`src/rtl/lvtc_cfg.svh`:
```
// Constants for the LCD drive-voltage temperature compensation block.
`ifndef LVTC_CFG_SVH
`define LVTC_CFG_SVH

// ----------------------------------------------------------------------
// Register offsets (byte addresses on the APB port)
// ----------------------------------------------------------------------
`define LVTC_ADDR_CTRL 12'h000
`define LVTC_ADDR_LIM1 12'h004
`define LVTC_ADDR_LIM2 12'h008
`define LVTC_ADDR_LIM3 12'h00C
`define LVTC_ADDR_LIM4 12'h010
`define LVTC_ADDR_SLOPE 12'h014
`define LVTC_ADDR_VSET 12'h018
`define LVTC_ADDR_TEMP 12'h01C
`define LVTC_ADDR_STATUS 12'h020
`define LVTC_ADDR_EFF 12'h024

// ----------------------------------------------------------------------
// Field positions
// ----------------------------------------------------------------------
`define LVTC_CTRL_EN_BIT 0
`define LVTC_SLOPE_FIELD_W 3
`define LVTC_STAT_OFS_LSB 0
`define LVTC_STAT_REGION_LSB 16
`define LVTC_STAT_ACTIVE_BIT 24
`define LVTC_STAT_NOTEMP_BIT 25
`define LVTC_STAT_ORDER_BIT 26

// ----------------------------------------------------------------------
// Reset values
// ----------------------------------------------------------------------
`define LVTC_RST_EN 1'h0
`define LVTC_RST_LIM_A 3'h0
`define LVTC_RST_LIM_B 3'h7
`define LVTC_RST_SLOPE 18'h0_0000
`define LVTC_RST_VSET 9'h000
`define LVTC_RST_WORD 32'h0000_0000

// ----------------------------------------------------------------------
// Temperature code landmarks and limit decoding
// ----------------------------------------------------------------------
`define LVTC_TEMP_REF 8'h60
`define LVTC_TEMP_TOP 8'hE7
`define LVTC_TEMP_NONE 8'hFF
`define LVTC_COLD_BASE 8'h0A
`define LVTC_COLD_STEP 8'h0A
`define LVTC_WARM_BASE 8'h6E
`define LVTC_WARM_STEP 8'h0E

// ----------------------------------------------------------------------
// Slope coefficients in eighths of a setting step per code step
// ----------------------------------------------------------------------
`define LVTC_COEF_0 6'sh00
`define LVTC_COEF_1 6'sh3F
`define LVTC_COEF_2 6'sh3E
`define LVTC_COEF_3 6'sh3C
`define LVTC_COEF_4 6'sh36
`define LVTC_COEF_5 6'sh01
`define LVTC_COEF_6 6'sh02
`define LVTC_COEF_7 6'sh04

// ----------------------------------------------------------------------
// Rounding and saturation
// ----------------------------------------------------------------------
`define LVTC_FRAC_BITS 3
`define LVTC_ROUND_HALF 14'sh0004
`define LVTC_OFS_MAX 11'sh0FF
`define LVTC_OFS_MIN 11'sh700
`define LVTC_VCODE_MAX 11'sh1FF
`define LVTC_VCODE_MIN 11'sh000

`endif

```
`src/rtl/lvtc_pkg.sv`:
```
// Types shared by the temperature compensation design files.
package lvtc_pkg;

    // ------------------------------------------------------------------
    // Which stretch of the temperature range produced the correction
    // ------------------------------------------------------------------
    typedef enum logic [2:0] {
        LVTC_REG_OFF,
        LVTC_REG_COLD1,
        LVTC_REG_COLD2,
        LVTC_REG_COLD3,
        LVTC_REG_WARM4,
        LVTC_REG_WARM5,
        LVTC_REG_WARM6
    } lvtc_region_t;

    typedef logic [7:0] lvtc_tcode_t;
    typedef logic [2:0] lvtc_sel_t;
    typedef logic signed [13:0] lvtc_prod_t;

endpackage

```
`src/rtl/lvtc_slope_mul.sv`:
```
// One temperature segment: its length times its selected slope.
`timescale 1ns/1ns
`include "lvtc_cfg.svh"

module lvtc_slope_mul (
    // Segment length in temperature-code steps
    input wire lvtc_pkg::lvtc_tcode_t seg_len,
    // Slope selection code
    input wire lvtc_pkg::lvtc_sel_t slope_code,
    // Product in eighths of a setting step
    output lvtc_pkg::lvtc_prod_t prod
);

    // ------------------------------------------------------------------
    // Coefficient lookup
    // ------------------------------------------------------------------
    // Coefficients are kept in eighths so that every entry is exact.
    function automatic logic signed [5:0] slope_coef(input lvtc_pkg::lvtc_sel_t code);
        case (code)
            3'h0: slope_coef = `LVTC_COEF_0;
            3'h1: slope_coef = `LVTC_COEF_1;
            3'h2: slope_coef = `LVTC_COEF_2;
            3'h3: slope_coef = `LVTC_COEF_3;
            3'h4: slope_coef = `LVTC_COEF_4;
            3'h5: slope_coef = `LVTC_COEF_5;
            3'h6: slope_coef = `LVTC_COEF_6;
            default: slope_coef = `LVTC_COEF_7;
        endcase
    endfunction

    logic signed [8:0] len_s;
    logic signed [14:0] full;

    // ------------------------------------------------------------------
    // Multiply
    // ------------------------------------------------------------------
    always_comb begin
        len_s = $signed({1'b0, seg_len});
        full = len_s * slope_coef(slope_code);
        prod = full[13:0];
    end

endmodule

```
`src/rtl/lvtc_top.sv`:
```
// LCD drive-voltage temperature compensation with an APB register port.
// Function
// RULE1 - Correction applied only when enable set
// RULE2 - Six temperature regions, each own slope
// RULE3 - Host programs four limits, one command each
// RULE4 - Limit codes decode to 10+10n, 110+14n
// RULE5 - Misordered limits suppress compensation entirely
// RULE6 - Eight slopes, chosen per region independently
// RULE7 - Slope code maps to fixed coefficient table
// RULE8 - Coefficient is slope times step over LSB
// RULE9 - Cold side near reference uses slopes three, two
// RULE10 - Coldest region adds slope one segment
// RULE11 - Warm side accumulates slopes four to six
// RULE12 - Correction is nine-bit, zero at reference
// RULE13 - Effective code is setting plus correction
// RULE14 - Code FFh means no valid reading
// RULE15 - Reference temperature sits at code 96
// RULE16 - Correction forced zero when inactive
// RULE17 - Round to nearest, saturate to nine bits
//
// Added by the designer: the APB slave port and the register offsets.
`timescale 1ns/1ns
`include "lvtc_cfg.svh"

module lvtc_top (
    // Clock and reset
    input wire logic clk_sys,
    input wire logic sys_rst,
    // APB slave
    input wire logic psel,
    input wire logic penable,
    input wire logic pwrite,
    input wire logic [11:0] paddr,
    input wire logic [31:0] pwdata,
    input wire logic [3:0] pstrb,
    output logic [31:0] prdata,
    output logic pready,
    output logic pslverr,
    // Temperature code from the sensor filter, same clock
    input wire lvtc_pkg::lvtc_tcode_t temp_code,
    // Compensation results
    output logic [8:0] comp_offset,
    output logic [8:0] vlcd_code
);

    // ------------------------------------------------------------------
    // Helpers
    // ------------------------------------------------------------------
    function automatic lvtc_pkg::lvtc_tcode_t cold_limit(input lvtc_pkg::lvtc_sel_t code);
        cold_limit = `LVTC_COLD_BASE + 8'(code) * `LVTC_COLD_STEP; // RULE4
    endfunction

    function automatic lvtc_pkg::lvtc_tcode_t warm_limit(input lvtc_pkg::lvtc_sel_t code);
        warm_limit = `LVTC_WARM_BASE + 8'(code) * `LVTC_WARM_STEP; // RULE4
    endfunction

    function automatic lvtc_pkg::lvtc_tcode_t usub(input lvtc_pkg::lvtc_tcode_t a,
                                                   input lvtc_pkg::lvtc_tcode_t b);
        usub = (a > b) ? a - b : 8'h00;
    endfunction

    function automatic lvtc_pkg::lvtc_tcode_t umax(input lvtc_pkg::lvtc_tcode_t a,
                                                   input lvtc_pkg::lvtc_tcode_t b);
        umax = (a > b) ? a : b;
    endfunction

    function automatic lvtc_pkg::lvtc_tcode_t umin(input lvtc_pkg::lvtc_tcode_t a,
                                                   input lvtc_pkg::lvtc_tcode_t b);
        umin = (a < b) ? a : b;
    endfunction

    // Applies the APB byte strobes to the low bits of a register.
    function automatic logic [31:0] merge(input logic [31:0] old_val,
                                          input logic [31:0] wdata,
                                          input logic [3:0] strb);
        logic [31:0] res;
        res = old_val;
        for (int i = 0; i < 4; i++) begin
            if (strb[i]) begin
                res[i*8 +: 8] = wdata[i*8 +: 8];
            end
        end
        merge = res;
    endfunction

    // ------------------------------------------------------------------
    // Register state
    // ------------------------------------------------------------------
    logic comp_enable;
    lvtc_pkg::lvtc_sel_t cold_limit_a_code;
    lvtc_pkg::lvtc_sel_t cold_limit_b_code;
    lvtc_pkg::lvtc_sel_t warm_limit_a_code;
    lvtc_pkg::lvtc_sel_t warm_limit_b_code;
    logic [17:0] slope_codes;
    logic [8:0] vset;
    logic next_comp_enable;
    lvtc_pkg::lvtc_sel_t next_cold_limit_a_code;
    lvtc_pkg::lvtc_sel_t next_cold_limit_b_code;
    lvtc_pkg::lvtc_sel_t next_warm_limit_a_code;
    lvtc_pkg::lvtc_sel_t next_warm_limit_b_code;
    logic [17:0] next_slope_codes;
    logic [8:0] next_vset;
    logic [31:0] next_prdata;
    logic next_pready;
    logic next_pslverr;

    // Compute-side state.
    lvtc_pkg::lvtc_region_t region;
    lvtc_pkg::lvtc_region_t next_region;
    logic comp_active;
    logic next_comp_active;
    logic [8:0] next_comp_offset;
    logic [8:0] next_vlcd_code;

    // Status view shared by the read decode.
    logic temp_none;
    logic order_err;
    logic [31:0] status_word;

    // ------------------------------------------------------------------
    // APB register file
    // ------------------------------------------------------------------
    // The slave answers in the first access cycle: pready is raised by the
    // setup cycle, so every transfer takes exactly two cycles.
    always_comb begin
        logic wr_en;
        logic [31:0] wmask;
        wr_en = 1'b0;
        wmask = `LVTC_RST_WORD;
        next_comp_enable = comp_enable;
        next_cold_limit_a_code = cold_limit_a_code;
        next_cold_limit_b_code = cold_limit_b_code;
        next_warm_limit_a_code = warm_limit_a_code;
        next_warm_limit_b_code = warm_limit_b_code;
        next_slope_codes = slope_codes;
        next_vset = vset;
        next_prdata = prdata;
        next_pslverr = 1'b0;
        next_pready = psel && !penable;
        wr_en = psel && penable && pready && pwrite && !pslverr;
        if (psel && !penable) begin
            next_prdata = `LVTC_RST_WORD;
            case (paddr)
                `LVTC_ADDR_CTRL: begin
                    next_prdata[`LVTC_CTRL_EN_BIT] = comp_enable;
                end
                `LVTC_ADDR_LIM1: begin
                    next_prdata[2:0] = cold_limit_a_code;
                end
                `LVTC_ADDR_LIM2: begin
                    next_prdata[2:0] = cold_limit_b_code;
                end
                `LVTC_ADDR_LIM3: begin
                    next_prdata[2:0] = warm_limit_a_code;
                end
                `LVTC_ADDR_LIM4: begin
                    next_prdata[2:0] = warm_limit_b_code;
                end
                `LVTC_ADDR_SLOPE: begin
                    next_prdata[17:0] = slope_codes;
                end
                `LVTC_ADDR_VSET: begin
                    next_prdata[8:0] = vset;
                end
                `LVTC_ADDR_TEMP: begin
                    next_prdata[7:0] = temp_code;
                end
                `LVTC_ADDR_STATUS: begin
                    next_prdata = status_word;
                end
                `LVTC_ADDR_EFF: begin
                    next_prdata[8:0] = vlcd_code;
                end
                default: begin
                    next_pslverr = 1'b1;
                end
            endcase
        end
        if (wr_en) begin
            case (paddr)
                `LVTC_ADDR_CTRL: begin
                    wmask = merge({31'h0, comp_enable}, pwdata, pstrb);
                    next_comp_enable = wmask[`LVTC_CTRL_EN_BIT]; // RULE1
                end
                `LVTC_ADDR_LIM1: begin
                    wmask = merge({29'h0, cold_limit_a_code}, pwdata, pstrb);
                    next_cold_limit_a_code = wmask[2:0]; // RULE3
                end
                `LVTC_ADDR_LIM2: begin
                    wmask = merge({29'h0, cold_limit_b_code}, pwdata, pstrb);
                    next_cold_limit_b_code = wmask[2:0]; // RULE3
                end
                `LVTC_ADDR_LIM3: begin
                    wmask = merge({29'h0, warm_limit_a_code}, pwdata, pstrb);
                    next_warm_limit_a_code = wmask[2:0]; // RULE3
                end
                `LVTC_ADDR_LIM4: begin
                    wmask = merge({29'h0, warm_limit_b_code}, pwdata, pstrb);
                    next_warm_limit_b_code = wmask[2:0]; // RULE3
                end
                `LVTC_ADDR_SLOPE: begin
                    wmask = merge({14'h0, slope_codes}, pwdata, pstrb);
                    next_slope_codes = wmask[17:0]; // RULE6
                end
                `LVTC_ADDR_VSET: begin
                    wmask = merge({23'h0, vset}, pwdata, pstrb);
                    next_vset = wmask[8:0];
                end
                default: begin
                    wmask = `LVTC_RST_WORD;
                end
            endcase
        end
    end

    always_ff @(posedge clk_sys or posedge sys_rst) begin
        if (sys_rst) begin
            comp_enable <= `LVTC_RST_EN;
            cold_limit_a_code <= `LVTC_RST_LIM_A;
            cold_limit_b_code <= `LVTC_RST_LIM_B;
            warm_limit_a_code <= `LVTC_RST_LIM_A;
            warm_limit_b_code <= `LVTC_RST_LIM_B;
            slope_codes <= `LVTC_RST_SLOPE;
            vset <= `LVTC_RST_VSET;
            prdata <= `LVTC_RST_WORD;
            pready <= 1'b0;
            pslverr <= 1'b0;
        end else begin
            comp_enable <= next_comp_enable;
            cold_limit_a_code <= next_cold_limit_a_code;
            cold_limit_b_code <= next_cold_limit_b_code;
            warm_limit_a_code <= next_warm_limit_a_code;
            warm_limit_b_code <= next_warm_limit_b_code;
            slope_codes <= next_slope_codes;
            vset <= next_vset;
            prdata <= next_prdata;
            pready <= next_pready;
            pslverr <= next_pslverr;
        end
    end

    // ------------------------------------------------------------------
    // Segment lengths
    // ------------------------------------------------------------------
    lvtc_pkg::lvtc_tcode_t cold_limit_a;
    lvtc_pkg::lvtc_tcode_t cold_limit_b;
    lvtc_pkg::lvtc_tcode_t warm_limit_a;
    lvtc_pkg::lvtc_tcode_t warm_limit_b;
    lvtc_pkg::lvtc_tcode_t seg_len [6];
    lvtc_pkg::lvtc_prod_t seg_prod [6];

    assign cold_limit_a = cold_limit(cold_limit_a_code);
    assign cold_limit_b = cold_limit(cold_limit_b_code);
    assign warm_limit_a = warm_limit(warm_limit_a_code);
    assign warm_limit_b = warm_limit(warm_limit_b_code);
    assign temp_none = (temp_code == `LVTC_TEMP_NONE); // RULE14
    assign order_err = (cold_limit_a_code >= cold_limit_b_code) ||
                       (warm_limit_a_code >= warm_limit_b_code); // RULE5

    // Each length is the part of its segment lying between the code and the
    // reference, so the sum telescopes to the piecewise-linear curve.
    assign seg_len[0] = usub(cold_limit_a, temp_code); // RULE10
    assign seg_len[1] = usub(cold_limit_b, umax(temp_code, cold_limit_a)); // RULE9 RULE10
    assign seg_len[2] = usub(`LVTC_TEMP_REF, umax(temp_code, cold_limit_b)); // RULE9 RULE15
    assign seg_len[3] = usub(umin(temp_code, warm_limit_a), `LVTC_TEMP_REF); // RULE11
    assign seg_len[4] = usub(umin(temp_code, warm_limit_b), warm_limit_a); // RULE11
    // Codes above the top of the table hold the value reached at the top.
    assign seg_len[5] = usub(umin(temp_code, `LVTC_TEMP_TOP), warm_limit_b); // RULE11

    for (genvar g = 0; g < 6; g++) begin : gen_seg
        lvtc_slope_mul u_mul (
            .seg_len(seg_len[g]),
            .slope_code(slope_codes[g*`LVTC_SLOPE_FIELD_W +: `LVTC_SLOPE_FIELD_W]), // RULE2
            .prod(seg_prod[g]) // RULE7 RULE8
        );
    end

    // ------------------------------------------------------------------
    // Correction and effective code
    // ------------------------------------------------------------------
    always_comb begin
        logic signed [13:0] sum8;
        logic signed [10:0] rounded;
        logic signed [10:0] ofs;
        logic signed [10:0] eff;
        ofs = 11'sh000;
        sum8 = seg_prod[3] + seg_prod[4] + seg_prod[5]
             - seg_prod[0] - seg_prod[1] - seg_prod[2]; // RULE9 RULE10 RULE11
        next_comp_active = comp_enable && !temp_none && !order_err; // RULE1 RULE5 RULE14
        sum8 = sum8 + `LVTC_ROUND_HALF; // RULE17
        rounded = 11'(sum8 >>> `LVTC_FRAC_BITS);
        if (!next_comp_active) begin
            ofs = 11'sh000; // RULE16
        end else if (rounded > `LVTC_OFS_MAX) begin
            ofs = `LVTC_OFS_MAX; // RULE17
        end else if (rounded < `LVTC_OFS_MIN) begin
            ofs = `LVTC_OFS_MIN; // RULE17
        end else begin
            ofs = rounded;
        end
        next_comp_offset = ofs[8:0]; // RULE12
        // The setting in flight uses the registered correction, one cycle old.
        eff = $signed({2'b00, vset}) + $signed({{2{comp_offset[8]}}, comp_offset}); // RULE13
        if (eff > `LVTC_VCODE_MAX) begin
            eff = `LVTC_VCODE_MAX;
        end else if (eff < `LVTC_VCODE_MIN) begin
            eff = `LVTC_VCODE_MIN;
        end
        next_vlcd_code = eff[8:0];
        if (!next_comp_active) begin
            next_region = lvtc_pkg::LVTC_REG_OFF;
        end else if (temp_code <= cold_limit_a) begin
            next_region = lvtc_pkg::LVTC_REG_COLD1;
        end else if (temp_code <= cold_limit_b) begin
            next_region = lvtc_pkg::LVTC_REG_COLD2;
        end else if (temp_code <= `LVTC_TEMP_REF) begin
            next_region = lvtc_pkg::LVTC_REG_COLD3;
        end else if (temp_code <= warm_limit_a) begin
            next_region = lvtc_pkg::LVTC_REG_WARM4;
        end else if (temp_code <= warm_limit_b) begin
            next_region = lvtc_pkg::LVTC_REG_WARM5;
        end else begin
            next_region = lvtc_pkg::LVTC_REG_WARM6;
        end
    end

    always_ff @(posedge clk_sys or posedge sys_rst) begin
        if (sys_rst) begin
            comp_offset <= 9'h000;
            vlcd_code <= `LVTC_RST_VSET;
            region <= lvtc_pkg::LVTC_REG_OFF;
            comp_active <= 1'b0;
        end else begin
            comp_offset <= next_comp_offset;
            vlcd_code <= next_vlcd_code;
            region <= next_region;
            comp_active <= next_comp_active;
        end
    end

    // ------------------------------------------------------------------
    // Status word
    // ------------------------------------------------------------------
    always_comb begin
        status_word = `LVTC_RST_WORD;
        status_word[`LVTC_STAT_OFS_LSB +: 9] = comp_offset;
        status_word[`LVTC_STAT_REGION_LSB +: 3] = region;
        status_word[`LVTC_STAT_ACTIVE_BIT] = comp_active;
        status_word[`LVTC_STAT_NOTEMP_BIT] = temp_none;
        status_word[`LVTC_STAT_ORDER_BIT] = order_err;
    end

endmodule

```
`config.mk`:
```
export PLATFORM = sky130hd
export DESIGN_NAME = lvtc_top
export DESIGN_NICKNAME = d
export VERILOG_FILES = /design/src/rtl/lvtc_pkg.sv /design/src/rtl/lvtc_slope_mul.sv /design/src/rtl/lvtc_top.sv
export VERILOG_INCLUDE_DIRS = /design/src /design/src/rtl
export SDC_FILE = /design/constraint.sdc
export NUM_CORES = 1
export LEC_CHECK = 0
export BUFFER_PORTS_ARGS = -buffer_cell sky130_fd_sc_hd__buf_2
export CAP_MARGIN = 20
export CORE_ASPECT_RATIO = 0.5
export CORE_MARGIN = 8
export CORE_UTILIZATION = 55
export CTS_CLUSTER_SIZE = 30
export DETAILED_ROUTE_END_ITERATION = 10
export MAX_ROUTING_LAYER = met4
export PLACE_DENSITY = 0.77
export SETUP_SLACK_MARGIN = 0.1
export SYNTH_ARGS = -nofsm -noshare
export SYNTH_HDL_FRONTEND = slang
export SYNTH_SLANG_ARGS = --single-unit
```
`constraint.sdc`:
```
create_clock -name clk_sys -period 22.9 [get_ports clk_sys]
set_input_delay 4.58 -clock clk_sys [delete_from_list [all_inputs] [get_ports clk_sys]]
set_output_delay 4.58 -clock clk_sys [all_outputs]
set_load 0.1 [all_outputs]
```
==> results of run 1 <==
==> critical path: cells and delay by family <==
family	cells	cell delay (ns)
buf+inv	6	0.82
fa+ha+maj	11	5.44
xor+xnor	1	0.29
simple gates	7	1.77
compound gates	13	2.90
==> cells in the final DEF (no fill, tap or decap), drive strengths merged, types with 7 or more instances in the layout <==
cell / n
mux2i: 16
mux2: 38
a21oi: 54
ha: 207
o31ai: 11
nor3: 43
nand3: 36
and3: 19
nand2: 169
o21a: 11
o21bai: 7
clkbuf: 9
a21o: 19
fa: 267
xor2: 36
o22ai: 10
or2: 18
nor2b: 22
or3: 12
a21boi: 7
xnor2: 63
a211oi: 9
inv: 361
and2: 22
a221oi: 7
o21ai: 83
nor4: 13
nand2b: 25
dfrtp: 80
buf: 98
nor2: 163
a22oi: 8
nand4: 16
conb: 15
==> routing by layer <==
layer / share of wire / vias to the layer above
li1: - / 6533
met1: 0.45 / 6913
met2: 0.43 / 581
met3: 0.10 / 56
met4: 0.016 / 0
met5: 0 / -
==> state kept, by name, indices dropped and copies added, names as in the netlist, 3 cells and up <==
register	cells
warm_limit_a_code	3
prdata	22
vlcd_code	9
warm_limit_b_code	3
vset	9
comp_offset	9
cold_limit_b_code	3
region	3
slope_codes	18
cold_limit_a_code	3
==> cells by family after synthesis <==
kind of cell,after synthesis,synth area share
other,2,0.0004196
buffers and inverters,424,0.09242
adders and majority gates,474,0.4433
DFF,86,0.1207
and+or+nand+nor,580,0.1562
AOI/OAI and AO/OA,264,0.09759
muxes,57,0.03663
xor gates and xnor gates,100,0.05271
==> power breakdown <==
part	switching, mW	internal, mW
Sequential	0.000111	0.152
Combinational	0.0944	0.0414
Clock	0.0640	0.0982
==> worst max-delay path by stage <==
stage,slack [ns],to,from,depth (start not counted)
final,7.28,comp_offset[2]$_DFF_PP0_,temp_code[2],38
after global routing,6.85,comp_offset[2]$_DFF_PP0_,temp_code[2],38
after CTS,7.45,comp_offset[2]$_DFF_PP0_,temp_code[2],38
after detailed placement,7.12,comp_offset[2]$_DFF_PP0_,temp_code[2],38
after global placement,6.78,comp_offset[2]$_DFF_PP0_,temp_code[2],37
after floorplan,8.45,comp_offset[5]$_DFF_PP0_,temp_code[5],41
==> cell type report <==
cell class	count	area, um2	share of cell area
inverters	359	1351	0.07095
clock buffers	9	225.2	0.01182
repair buffers	98	521.8	0.02739
flip-flops and latches	86	2160	0.1134
clock inverters	7	110.1	0.005781
multi-input cells	1490	14140	0.7423
well taps	432	540.5	0.02838
==> through the flow <==
step	cells	hold WS, ns	setup WS (ns)	util	power [mW]
2_1_floorplan	2000	0.4832	8.453	-	0.2475
3_3_place_gp	2464	0.4562	6.776	0.5875	0.2856
3_5_place_dp	2465	0.4650	7.120	0.5879	0.2868
4_1_cts	2481	0.4810	7.448	0.5984	0.4488
5_1_grt	2481	0.4908	6.853	0.5984	0.4689
6_report	2481	0.4735	7.284	0.5984	0.4502
==> summary by stage, run 1 <==
Status
The flow ran to the end, and the final reports show no timing, DRC or antenna violations.

Worst hold path
The startpoint identified for the worst hold timing path is prdata[17]$_DFFE_PP0P_. The worst hold path terminates at prdata[17]$_DFFE_PP0P_. The hold-critical path depth is 2.

The worst hold path belongs to the class reg2reg.

Logic synthesis
In the synthesized netlist the dominant register cell turns out to be sky130_fd_sc_hd__dfrtp_1. The most repeated cell in the gate-level netlist after synthesis is sky130_fd_sc_hd__inv_1. In the synthesized netlist the async set-or-reset flop fraction comes to 1.000. The synthesized design contains 0 enable-type register cells.

The number of distinct library cells after synthesis is 82. The synthesized netlist occupies a cell area of 17900 um2. Each instance of the synthesized netlist takes up on average about 9 um2.

Of the synthesized area, sequential elements account for 0.1207. The commonest cells after synthesis are sky130_fd_sc_hd__inv_1 (356), sky130_fd_sc_hd__fa_1 (267), sky130_fd_sc_hd__ha_1 (207), sky130_fd_sc_hd__nand2_1 (169), sky130_fd_sc_hd__nor2_1 (158). The cell count after synthesis came out at slightly below 2000. After synthesis the netlist holds a flip-flop and latch count of 86.

During synthesis, Yosys emitted a total of 0 warnings. The most area-hungry cell type in the Yosys netlist is sky130_fd_sc_hd__fa_1. The share of Yosys cell area claimed by the top area cell type is 0.2986.

Yosys attributes the largest share of cell area to sky130_fd_sc_hd__fa_1 (30%), sky130_fd_sc_hd__ha_1 (14%), sky130_fd_sc_hd__dfrtp_1 (11%).

Worst setup path
The worst reg2reg path startpoint is warm_limit_b_code[0]$_DFFE_PP1P_. STA puts the critical path data required time at 23.10 ns. The endpoint of the most critical register-to-register path is comp_offset[2]$_DFF_PP0_.

The startpoint-to-endpoint class of the critical path is in2reg. The nature of the critical path endpoint is a flip-flop. STA puts the critical path data arrival time at roughly 16 ns. The register-to-register setup slack is 9.88 ns.

The largest individual stage delay along the critical path comes from the cell sky130_fd_sc_hd__fa_1. The startpoint type of the worst setup path is an input pin. The critical path's largest stage delay is 0.56 ns.

Of all nets on the critical path, the largest fanout is 20. The most numerous cell type found on the critical path is sky130_fd_sc_hd__fa_1. The worst reg2reg path depth is 40.

Global routing
Entering global routing, the biggest net connects 57 pins. For met2 alone, demand over resource in global routing was 0.3980. For met1 alone, demand over resource in global routing was 0.3733. The number of antenna violations at the first check in global routing was 0.

The first-pass GRT wire length is about 80000 um. In the global route stage, overall resource usage came out at 0.2659. In this run the most used layer during global routing was met2. The via count of the first global-routing pass was 14190. For met3 alone, demand over resource in global routing was 0.05772. The sum of overflow across all layers after global routing is 0.

Clocking
TritonCTS created 9 clock buffers. TritonCTS built the clock tree. The maximum count of clock buffers along a single path is 2. The number of levels the H-tree was split into is 3. After clock tree synthesis, the clock-pin slew on the worst setup and hold paths is around 0.07 ns. Once the clock tree was built, the setup fixing pass inserted 0 buffers. The post-CTS resize count is 0. The later pin in the worst-skew pair is clocked with a latency of 0.34 ns. Buffers inserted to repair hold after CTS numbered 0. The clock sink count is 86. The root buffer cell is sky130_fd_sc_hd__clkbuf_16.

Layout
The proportion of layout cells with a drive suffix above 1 is 0.1020. Once layout is done, the placed cells without fillers occupy ~19000 um2. The repair_antennas step left the layout with diodes totalling 0. The net count of the finished layout is between 2000 and 3000. The area growth from synthesis to layout is 6.417%.

The final-layout fill cell count is between 2000 and 3000.

Routing
For this run, the detailed router's first-pass iteration total came to 5. In the routed design, unresolved DRC markers number 0. Dividing the detail-routed wire length by the instance count gives between 15 and 20 um. The final route contains around 14000 vias. The starting DRC count in detailed routing is 1417.

The remaining antenna violation count after routing is 0. Dividing the detail-routed via count by the number of cells gives ~5.7. The final wirelength is slightly below 50000 um.

STA
The number of endpoints with negative hold slack in the final report is 0. Setup repair after global routing left no endpoint under its margin. The highest clock frequency the design can meet is 64.04 MHz.

The worst slew margin relative to its limit is 0.2401. Between clock sinks in the finished design, the worst skew comes to roughly 0.011 ns. The number of pins exceeding their max-slew limit in the final report was 0. For the pin with the worst max-slew slack, the measured transition is about 1.1 ns.

Dividing the final minimum period by the clock period gives 0.6819. Setup violations remaining at the end of the flow were counted as 0. The sum of negative setup slack is 0 ns. Subtracting the final worst setup slack from the clock period gives between 15 and 20 ns.

Placed design
Once placement finished, the instance area stood at around 19000 um2. At the end of routability-driven placement, the weighted congestion stood at between 0.9 and 1. The detailed placement HPWL is approximately 43000 um. Buffers placed on the I/O ports in this run total just under 90.

Power and ir drop
The leakage power summed over all cells is approximately 9.2 nW. The worst voltage drop across the vdd grid is roughly 0.00003 V. The total power per unit cell area is ~24 nW/um2.

Floorplanning
The I/O pin count is around 110. The height of the chip is between 100 and 150 um. The area of the die is ~39000 um2. The die is approximately 270 um wide.

The initial core utilization is 0.5623. The initialized floorplan defines 46 standard-cell rows. The core region is 31830 um2.

Run
The count of max-cap constraint violations is 0.
Power figures use the tool's default switching activity.
==> run 2: changes to the inputs <==
==> constraint.sdc (replaced) <==
create_clock -name clk_sys -period 15.2 [get_ports clk_sys]
set_input_delay 3.04 -clock clk_sys [delete_from_list [all_inputs] [get_ports clk_sys]]
set_output_delay 3.04 -clock clk_sys [all_outputs]
set_load 0.1 [all_outputs]
==> summary by stage, run 2 (synthesized netlist as in run 1, its figures left out) <==
Power and ir drop
The worst voltage drop across the vdd grid is slightly above 0.00005 V. The total power consumption of the routed design is approximately 0.67 mW. The leakage power summed over all cells is 9.228 nW. The total power per unit cell area is ~35 nW/um2.

Clocking
The number of buffers added to fix hold violations after cts is 0. The root buffer cell chosen for the clock tree is sky130_fd_sc_hd__clkbuf_16. The clock net in this run drives a total of 86 sinks. TritonCTS built the clock tree. The clock latency of the later-clocked register in the worst-skew pair is between 0.3 and 0.4 ns. The number of gates resized after CTS was 0.

After clock tree synthesis, the clock-pin slew on the worst setup and hold paths is roughly 0.070 ns. In this run the post-CTS setup repair buffer count came out at 0. The maximum count of clock buffers along a single path is 2. CTS built an H-tree with a depth of 3. The total CTS buffers is 9.

STA
Setup repair after global routing left no endpoint under its margin. The post-route clock skew is between 0.009 and 0.01 ns. The sum of negative setup slack is 0 ns. Subtracting the final worst setup slack from the clock period gives roughly 14 ns. The number of endpoints with negative hold slack in the final report was 0. At the pin with the least slew margin, the transition time is approximately 1.1 ns. Of the available clock period, the critical path in the final layout requires 0.9141.

The setup violation total in the final timing report is 0. The number of pins exceeding their max-slew limit in the final report is 0. The worst slew margin relative to its limit is 0.2677. The highest clock frequency the design can meet is between 70 and 80 MHz.

Layout
At the end of the flow, the number of nets in the layout was between 2000 and 3000. The final-layout fill cell count is 2781. The register with the most flip-flops in the layout has 22 of them. The proportion of layout cells with a drive suffix above 1 is 0.1016. The library cell used most frequently in the layout, excluding fill and tap cells, is sky130_fd_sc_hd__inv_1.

Once layout is complete, the utilization of the core stands at 0.5972. In the layout the commonest cells are sky130_fd_sc_hd__inv_1 (355), sky130_fd_sc_hd__fa_1 (267), sky130_fd_sc_hd__ha_1 (207). Relative to the synthesized area, the layout overhead comes to 6.200%. The register with the most flip-flops in the final layout is prdata. The combined flip-flop and latch cell area is between 2000 and 2500 um2. In the final layout, the multi-input gates occupy 14140 um2. In the final layout, the registers with the most flip-flops are prdata x22, slope_codes x18.

Worst setup path
Data on the critical path arrives at its endpoint at 14.16 ns. The register-to-register setup slack is roughly 2.3 ns. The worst path required time is roughly 15 ns.

The endpoint of the most critical register-to-register path is comp_offset[0]$_DFF_PP0_. The highest fanout seen on the critical path is 13. The critical path's slowest cell is sky130_fd_sc_hd__fa_1. By startpoint and endpoint, the worst setup path is classified as in2reg. The critical path's largest stage delay is roughly 0.56 ns. In this run the critical register-to-register path is launched from warm_limit_b_code[0]$_DFFE_PP1P_.

The worst register-to-register path has a depth of 40. The critical path's most frequent cell is sky130_fd_sc_hd__fa_1. The nature of the critical path endpoint is a flip-flop. The startpoint type of the worst setup path is an input pin.

Placed design
During placement, the flow inserted port buffers numbering 87. The wire-length estimate of the detail-placed layout is ~43000 um. The last weighted congestion value of the routability-driven placer is approximately 0.97.

Routing
The detailed router finished its first iteration with between 1000 and 1500 violations. The final wirelength is slightly below 50000 um. The wire length per cell after detailed routing is about 20 um. The via-per-instance ratio is 5.706. The count of nets left with antenna violations once routing finished came out at 0. For this run, the detailed router's first-pass iteration total came to 6.

In the routed design, unresolved DRC markers number 0. Summing over every cut layer, the via total after detailed routing is approximately 14000.

Floorplanning
Row generation in the floorplan step produced 46 rows. The overall die width is 271.1 um. For this configuration, the core starts out at a cell density of 0.5623. The I/O pin count is about 110. The area of the die is between 30000 and 40000 um2.

The core region is about 32000 um2. The floorplan step set the die height to 143.6 um.

Worst hold path
The class of the most critical hold timing path is reg2reg. The worst hold path terminates at prdata[24]$_DFFE_PP0P_. The launch point of the worst hold path is prdata[24]$_DFFE_PP0P_. The hold-critical path depth is 2.

Run
The count of max-cap constraint violations is 0.

Status
The flow ran to the end, and the final reports show no timing, DRC or antenna violations.

Global routing
The first-pass GRT wire length is 78740 um. The via count of the first global-routing pass was 14060. The number of antenna violations at the first check in global routing is 1. The sum of overflow across all layers after global routing is 0. The total routing usage reported by global routing is 0.2664. Entering global routing, the biggest net connects 59 pins.
## run 2: changes by cell type in the layout (fill, tap and decap cells not counted)
| cell | before | now |
|---|---|---|
| sky130_fd_sc_hd__clkinv_4 | 0 | 1 |
| sky130_fd_sc_hd__inv_6 | 1 | 2 |
| sky130_fd_sc_hd__inv_8 | 3 | 1 |
| sky130_fd_sc_hd__buf_6 | 1 | 0 |
| sky130_fd_sc_hd__diode_2 | 0 | 1 |
| sky130_fd_sc_hd__clkinv_2 | 1 | 2 |
| sky130_fd_sc_hd__bufinv_16 | 2 | 1 |
## run 2: where the power goes
part           switching (mW)  leakage (nW)  internal (mW)
combinational           0.144          7.93         0.0621
clock                   0.101         0.148          0.130
sequential           0.000178          1.15          0.229
## run 2: stage by stage
| step | worst slack (ns) | cell area, um2 | hold WS [ns] | cells |
|---|---|---|---|---|
| after global routing | 0.8111 | 19010 | 0.4978 | 2481 |
| after floorplan | 2.293 | 17950 | 0.4832 | 2000 |
| after detailed placement | 1.146 | 18700 | 0.4648 | 2464 |
| final | 1.306 | 19010 | 0.4739 | 2481 |
| after CTS | 1.447 | 19010 | 0.4799 | 2480 |
| after global placement | 1.217 | 18700 | 0.4551 | 2464 |
## run 2: how the worst max path moves through the flow
stage / from / end / slack, ns / cells past startpoint
after floorplan: temp_code[5] / comp_offset[5]$_DFF_PP0_ / 2.29 / 41
after global placement: temp_code[2] / comp_offset[7]$_DFF_PP0_ / 1.22 / 38
after detailed placement: temp_code[2] / comp_offset[2]$_DFF_PP0_ / 1.15 / 38
after CTS: temp_code[2] / comp_offset[0]$_DFF_PP0_ / 1.45 / 38
after global routing: temp_code[2] / comp_offset[0]$_DFF_PP0_ / 0.81 / 38
final: temp_code[2] / comp_offset[0]$_DFF_PP0_ / 1.31 / 38
## run 2: worst max-delay path: cells and delay by family
kind                       cells  cell delay [ns]
xor gates and xnor gates       1             0.30
buffers and inverters          6             0.71
AOI/OAI and AO/OA             12             2.76
and+or+nand+nor                8             2.06
adders and majority gates     11             5.30
## run 2: layer usage
layer  track usage  share of wire
met5             -              0
met4       0.05749          0.020
met1        0.3833           0.45
met2        0.3827           0.42
met3       0.05955           0.11
## run 2: final cells by class
| class | instances | area share |
|---|---|---|
| antenna | 1 | 0.0001316 |
| clock buffer | 9 | 0.01185 |
| clock inverter | 7 | 0.004213 |
| inverter | 359 | 0.07109 |
| multi-input combinational | 1490 | 0.7438 |
| sequential | 86 | 0.1136 |
| tap | 432 | 0.02844 |
| timing repair buffer | 97 | 0.02686 |
==> run 3: changes to the inputs <==
--- a/config.mk
+++ b/config.mk
@@ -14,7 +14,8 @@
 export CTS_CLUSTER_SIZE = 30
 export DETAILED_ROUTE_END_ITERATION = 10
 export MAX_ROUTING_LAYER = met4
-export PLACE_DENSITY = 0.77
+export PLACE_DENSITY = 0.8
+export REMOVE_ABC_BUFFERS = 1
 export SETUP_SLACK_MARGIN = 0.1
 export SYNTH_ARGS = -nofsm -noshare
 export SYNTH_HDL_FRONTEND = slang
==> constraint.sdc (replaced) <==
create_clock -name clk_sys -period 12.56 [get_ports clk_sys]
set_input_delay 2.512 -clock clk_sys [delete_from_list [all_inputs] [get_ports clk_sys]]
set_output_delay 2.512 -clock clk_sys [all_outputs]
set_load 0.1 [all_outputs]
==> summary by stage, run 3 (synthesized netlist as in run 1, its figures left out) <==
Clocking
No sink is reached through more buffers than the 2 on the longest clock path. The TritonCTS clock tree is done. The clock sink count is 86. The root buffer cell is sky130_fd_sc_hd__clkbuf_16.

TritonCTS created 9 clock buffers. The clock latency of the later-clocked register in the worst-skew pair is between 0.3 and 0.4 ns. After clock tree synthesis, the clock-pin slew on the worst setup and hold paths is ~0.060 ns. The number of levels the H-tree was split into is 3.

Routing
The remaining antenna violation count after routing is 0. In the routed design, unresolved DRC markers number 0. The first detailed-routing pass took 5 iterations.

The starting DRC count in detailed routing is ~1400. The via-per-instance ratio is between 5 and 6. For this block, the routed nets add up to approximately 53000 um of wire. The wire length per cell after detailed routing is between 20 and 25 um. The routed layout has 14590 vias.

STA
The worst pin sits at a relative slew slack of 0.2835. In the finished design, the share of the clock period the worst path needs comes to 0.9649. Setup violations remaining at the end of the flow were counted as 0. The smallest clock period supported by the final layout is computed as between 10 and 15 ns. The number of endpoints with negative hold slack in the final report is 0. The slew of the pin with the lowest slew margin is roughly 1.1 ns.

Setup repair after global routing left no endpoint under its margin. The highest clock frequency the design can meet is slightly above 80 MHz. The post-route clock skew is just over 0.008 ns. Summed over all failing endpoints, the final setup total negative slack is 0 ns. The number of pins exceeding their max-slew limit in the final report came to 0.

Layout
The multi-input combinational cell area is approximately 14000 um2. The finished cells cover between 15000 and 20000 um2. The proportion of layout cells with a drive suffix above 1 is 0.1473. The top cell types in the final layout, fill and taps aside, are sky130_fd_sc_hd__inv_1 (355), sky130_fd_sc_hd__fa_1 (265), sky130_fd_sc_hd__ha_1 (206).

More flip-flops sit in one register than any other, and that register is prdata. The final-layout fill cell count is ~2800. The commonest non-fill, non-tap cell in the layout is sky130_fd_sc_hd__inv_1. The final net count is ~2700. The antenna diode instance count is 0. The register with the most flip-flops in the layout has 22 of them. In the final layout, the registers with the most flip-flops are prdata x22, slope_codes x18.

The area growth from synthesis to layout is 10.70%. The combined flip-flop and latch cell area is 2160 um2.

Power and ir drop
The total power per unit cell area is 42.34 nW/um2. Summing internal, switching and leakage power gives between 0.8 and 0.9 mW. The worst-case IR drop observed on VDD is between 0.00005 and 0.00006 V. The leakage power summed over all cells is 9.699 nW.

Floorplanning
The overall die width is roughly 270 um. The height of the chip is 143.6 um. The initial utilization of the core area, before any placement, comes to 0.5623. The core region is around 32000 um2.

The I/O pin count is 113. The floorplan step defined a die boundary enclosing approximately 39000 um2. The number of cell rows is 46.

Status
The flow ran to the end, and the final reports show no timing, DRC or antenna violations.

Placed design
The detailed placement HPWL is 45870 um. The number of port buffers is 87. Once placement finished, the instance area stood at 19380 um2. The last weighted congestion value of the routability-driven placer is approximately 1.

Run
The count of max-cap constraint violations is 0.

Worst setup path
STA classifies the critical path startpoint as an input pin. In this run the worst path has a maximum fanout of 24. The critical path starts at temp_code[2]. The worst path required time is between 10 and 15 ns. In this run the critical register-to-register path is launched from warm_limit_b_code[0]$_DFFE_PP1P_. The critical path's largest stage delay is 0.60 ns. Among all stages on the critical path, the largest delay is contributed by sky130_fd_sc_hd__fa_1. The startpoint-to-endpoint class of the critical path is in2reg.

The data arrival time of the worst path is ~12 ns. By instance count, the cell type seen most on the critical path is sky130_fd_sc_hd__fa_1. For flop-to-flop paths, the worst setup slack is approximately 0.73 ns.

The worst setup path is captured at a flip-flop.

Worst hold path
The path class of the tightest hold or removal check is reg2reg. The startpoint identified for the worst hold timing path is prdata[13]$_DFFE_PP0P_.

Global routing
The sum of overflow across all layers after global routing is 0. In the global route stage, overall resource usage came out at 0.2818. The maximum number of pins on one net before global-route repair is 84. The via count of the first global-routing pass is between 10000 and 15000. The first-pass GRT wire length is approximately 83000 um. The number of antenna violations at the first check in global routing is 0.
==> run 3: worst max-delay path, delay by kind of cell <==
family                   cells  cell delay [ns]
multiplexers                 1             0.29
buffers and inverters        9             1.04
adder cells (fa/ha/maj)     11             5.18
AO/OA/AOI/OAI               11             2.04
AND/OR/NAND/NOR              8             1.22
==> run 3: routing by layer <==
layer / wire (um) / GRT usage
met3: 5879 / 0.06966
met2: 21690 / 0.4073
met4: 1044 / 0.05610
met1: 24080 / 0.4010
met5: 0 / -
==> run 3: where the power goes <==
| part | switching, mW | total (mW) | internal [mW] |
|---|---|---|---|
| clock network | 0.116 | 0.270 | 0.155 |
| logic | 0.188 | 0.291 | 0.103 |
| registers | 0.000267 | 0.278 | 0.277 |
| total | 0.304 | 0.839 | 0.535 |
==> run 3: path summary, 6_finish.rpt <==
| kind | end | cells past startpoint |
|---|---|---|
| max | comp_offset[3]$_DFF_PP0_ | 40 |
| min | prdata[13]$_DFFE_PP0P_ | 2 |
| max reg2reg | comp_offset[3]$_DFF_PP0_ | 42 |
| min reg2reg | prdata[13]$_DFFE_PP0P_ | 2 |
| max in group asynchronous | cold_limit_b_code[1]$_DFFE_PP1P_ | 4 |
| min in group asynchronous | pslverr$_DFF_PP0_ | 2 |
==> run 3: what timing repair did <==
| action | 4_1_cts | 5_1_grt |
|---|---|---|
| setup endpoints to repair | 0 | 9 |
| buffers inserted | 0 | 3 |
| gates resized for setup | 0 | 20 |
| hold buffers | 0 | 0 |
==> run 3: metrics by stage <==
stage	hold WS, ns	cells	utilization	setup WS, ns
2_1_floorplan	0.4832	1935	-	-0.4555
3_3_place_gp	0.4566	2550	0.6089	-0.09337
3_5_place_dp	0.4650	2550	0.6089	-0.1301
4_1_cts	0.4795	2566	0.6181	0.2166
5_1_grt	0.4985	2571	0.6225	0.09289
6_report	0.4743	2571	0.6225	0.4406
==> run 3: area by class of cell <==
| type | instances | area share |
|---|---|---|
| Inverter | 359 | 0.06820 |
| Tap cell | 432 | 0.02728 |
| Timing Repair Buffer | 188 | 0.06290 |
| Clock inverter | 5 | 0.003031 |
| Sequential cell | 86 | 0.1090 |
| Clock buffer | 11 | 0.01175 |
| Multi-Input combinational cell | 1490 | 0.7178 |
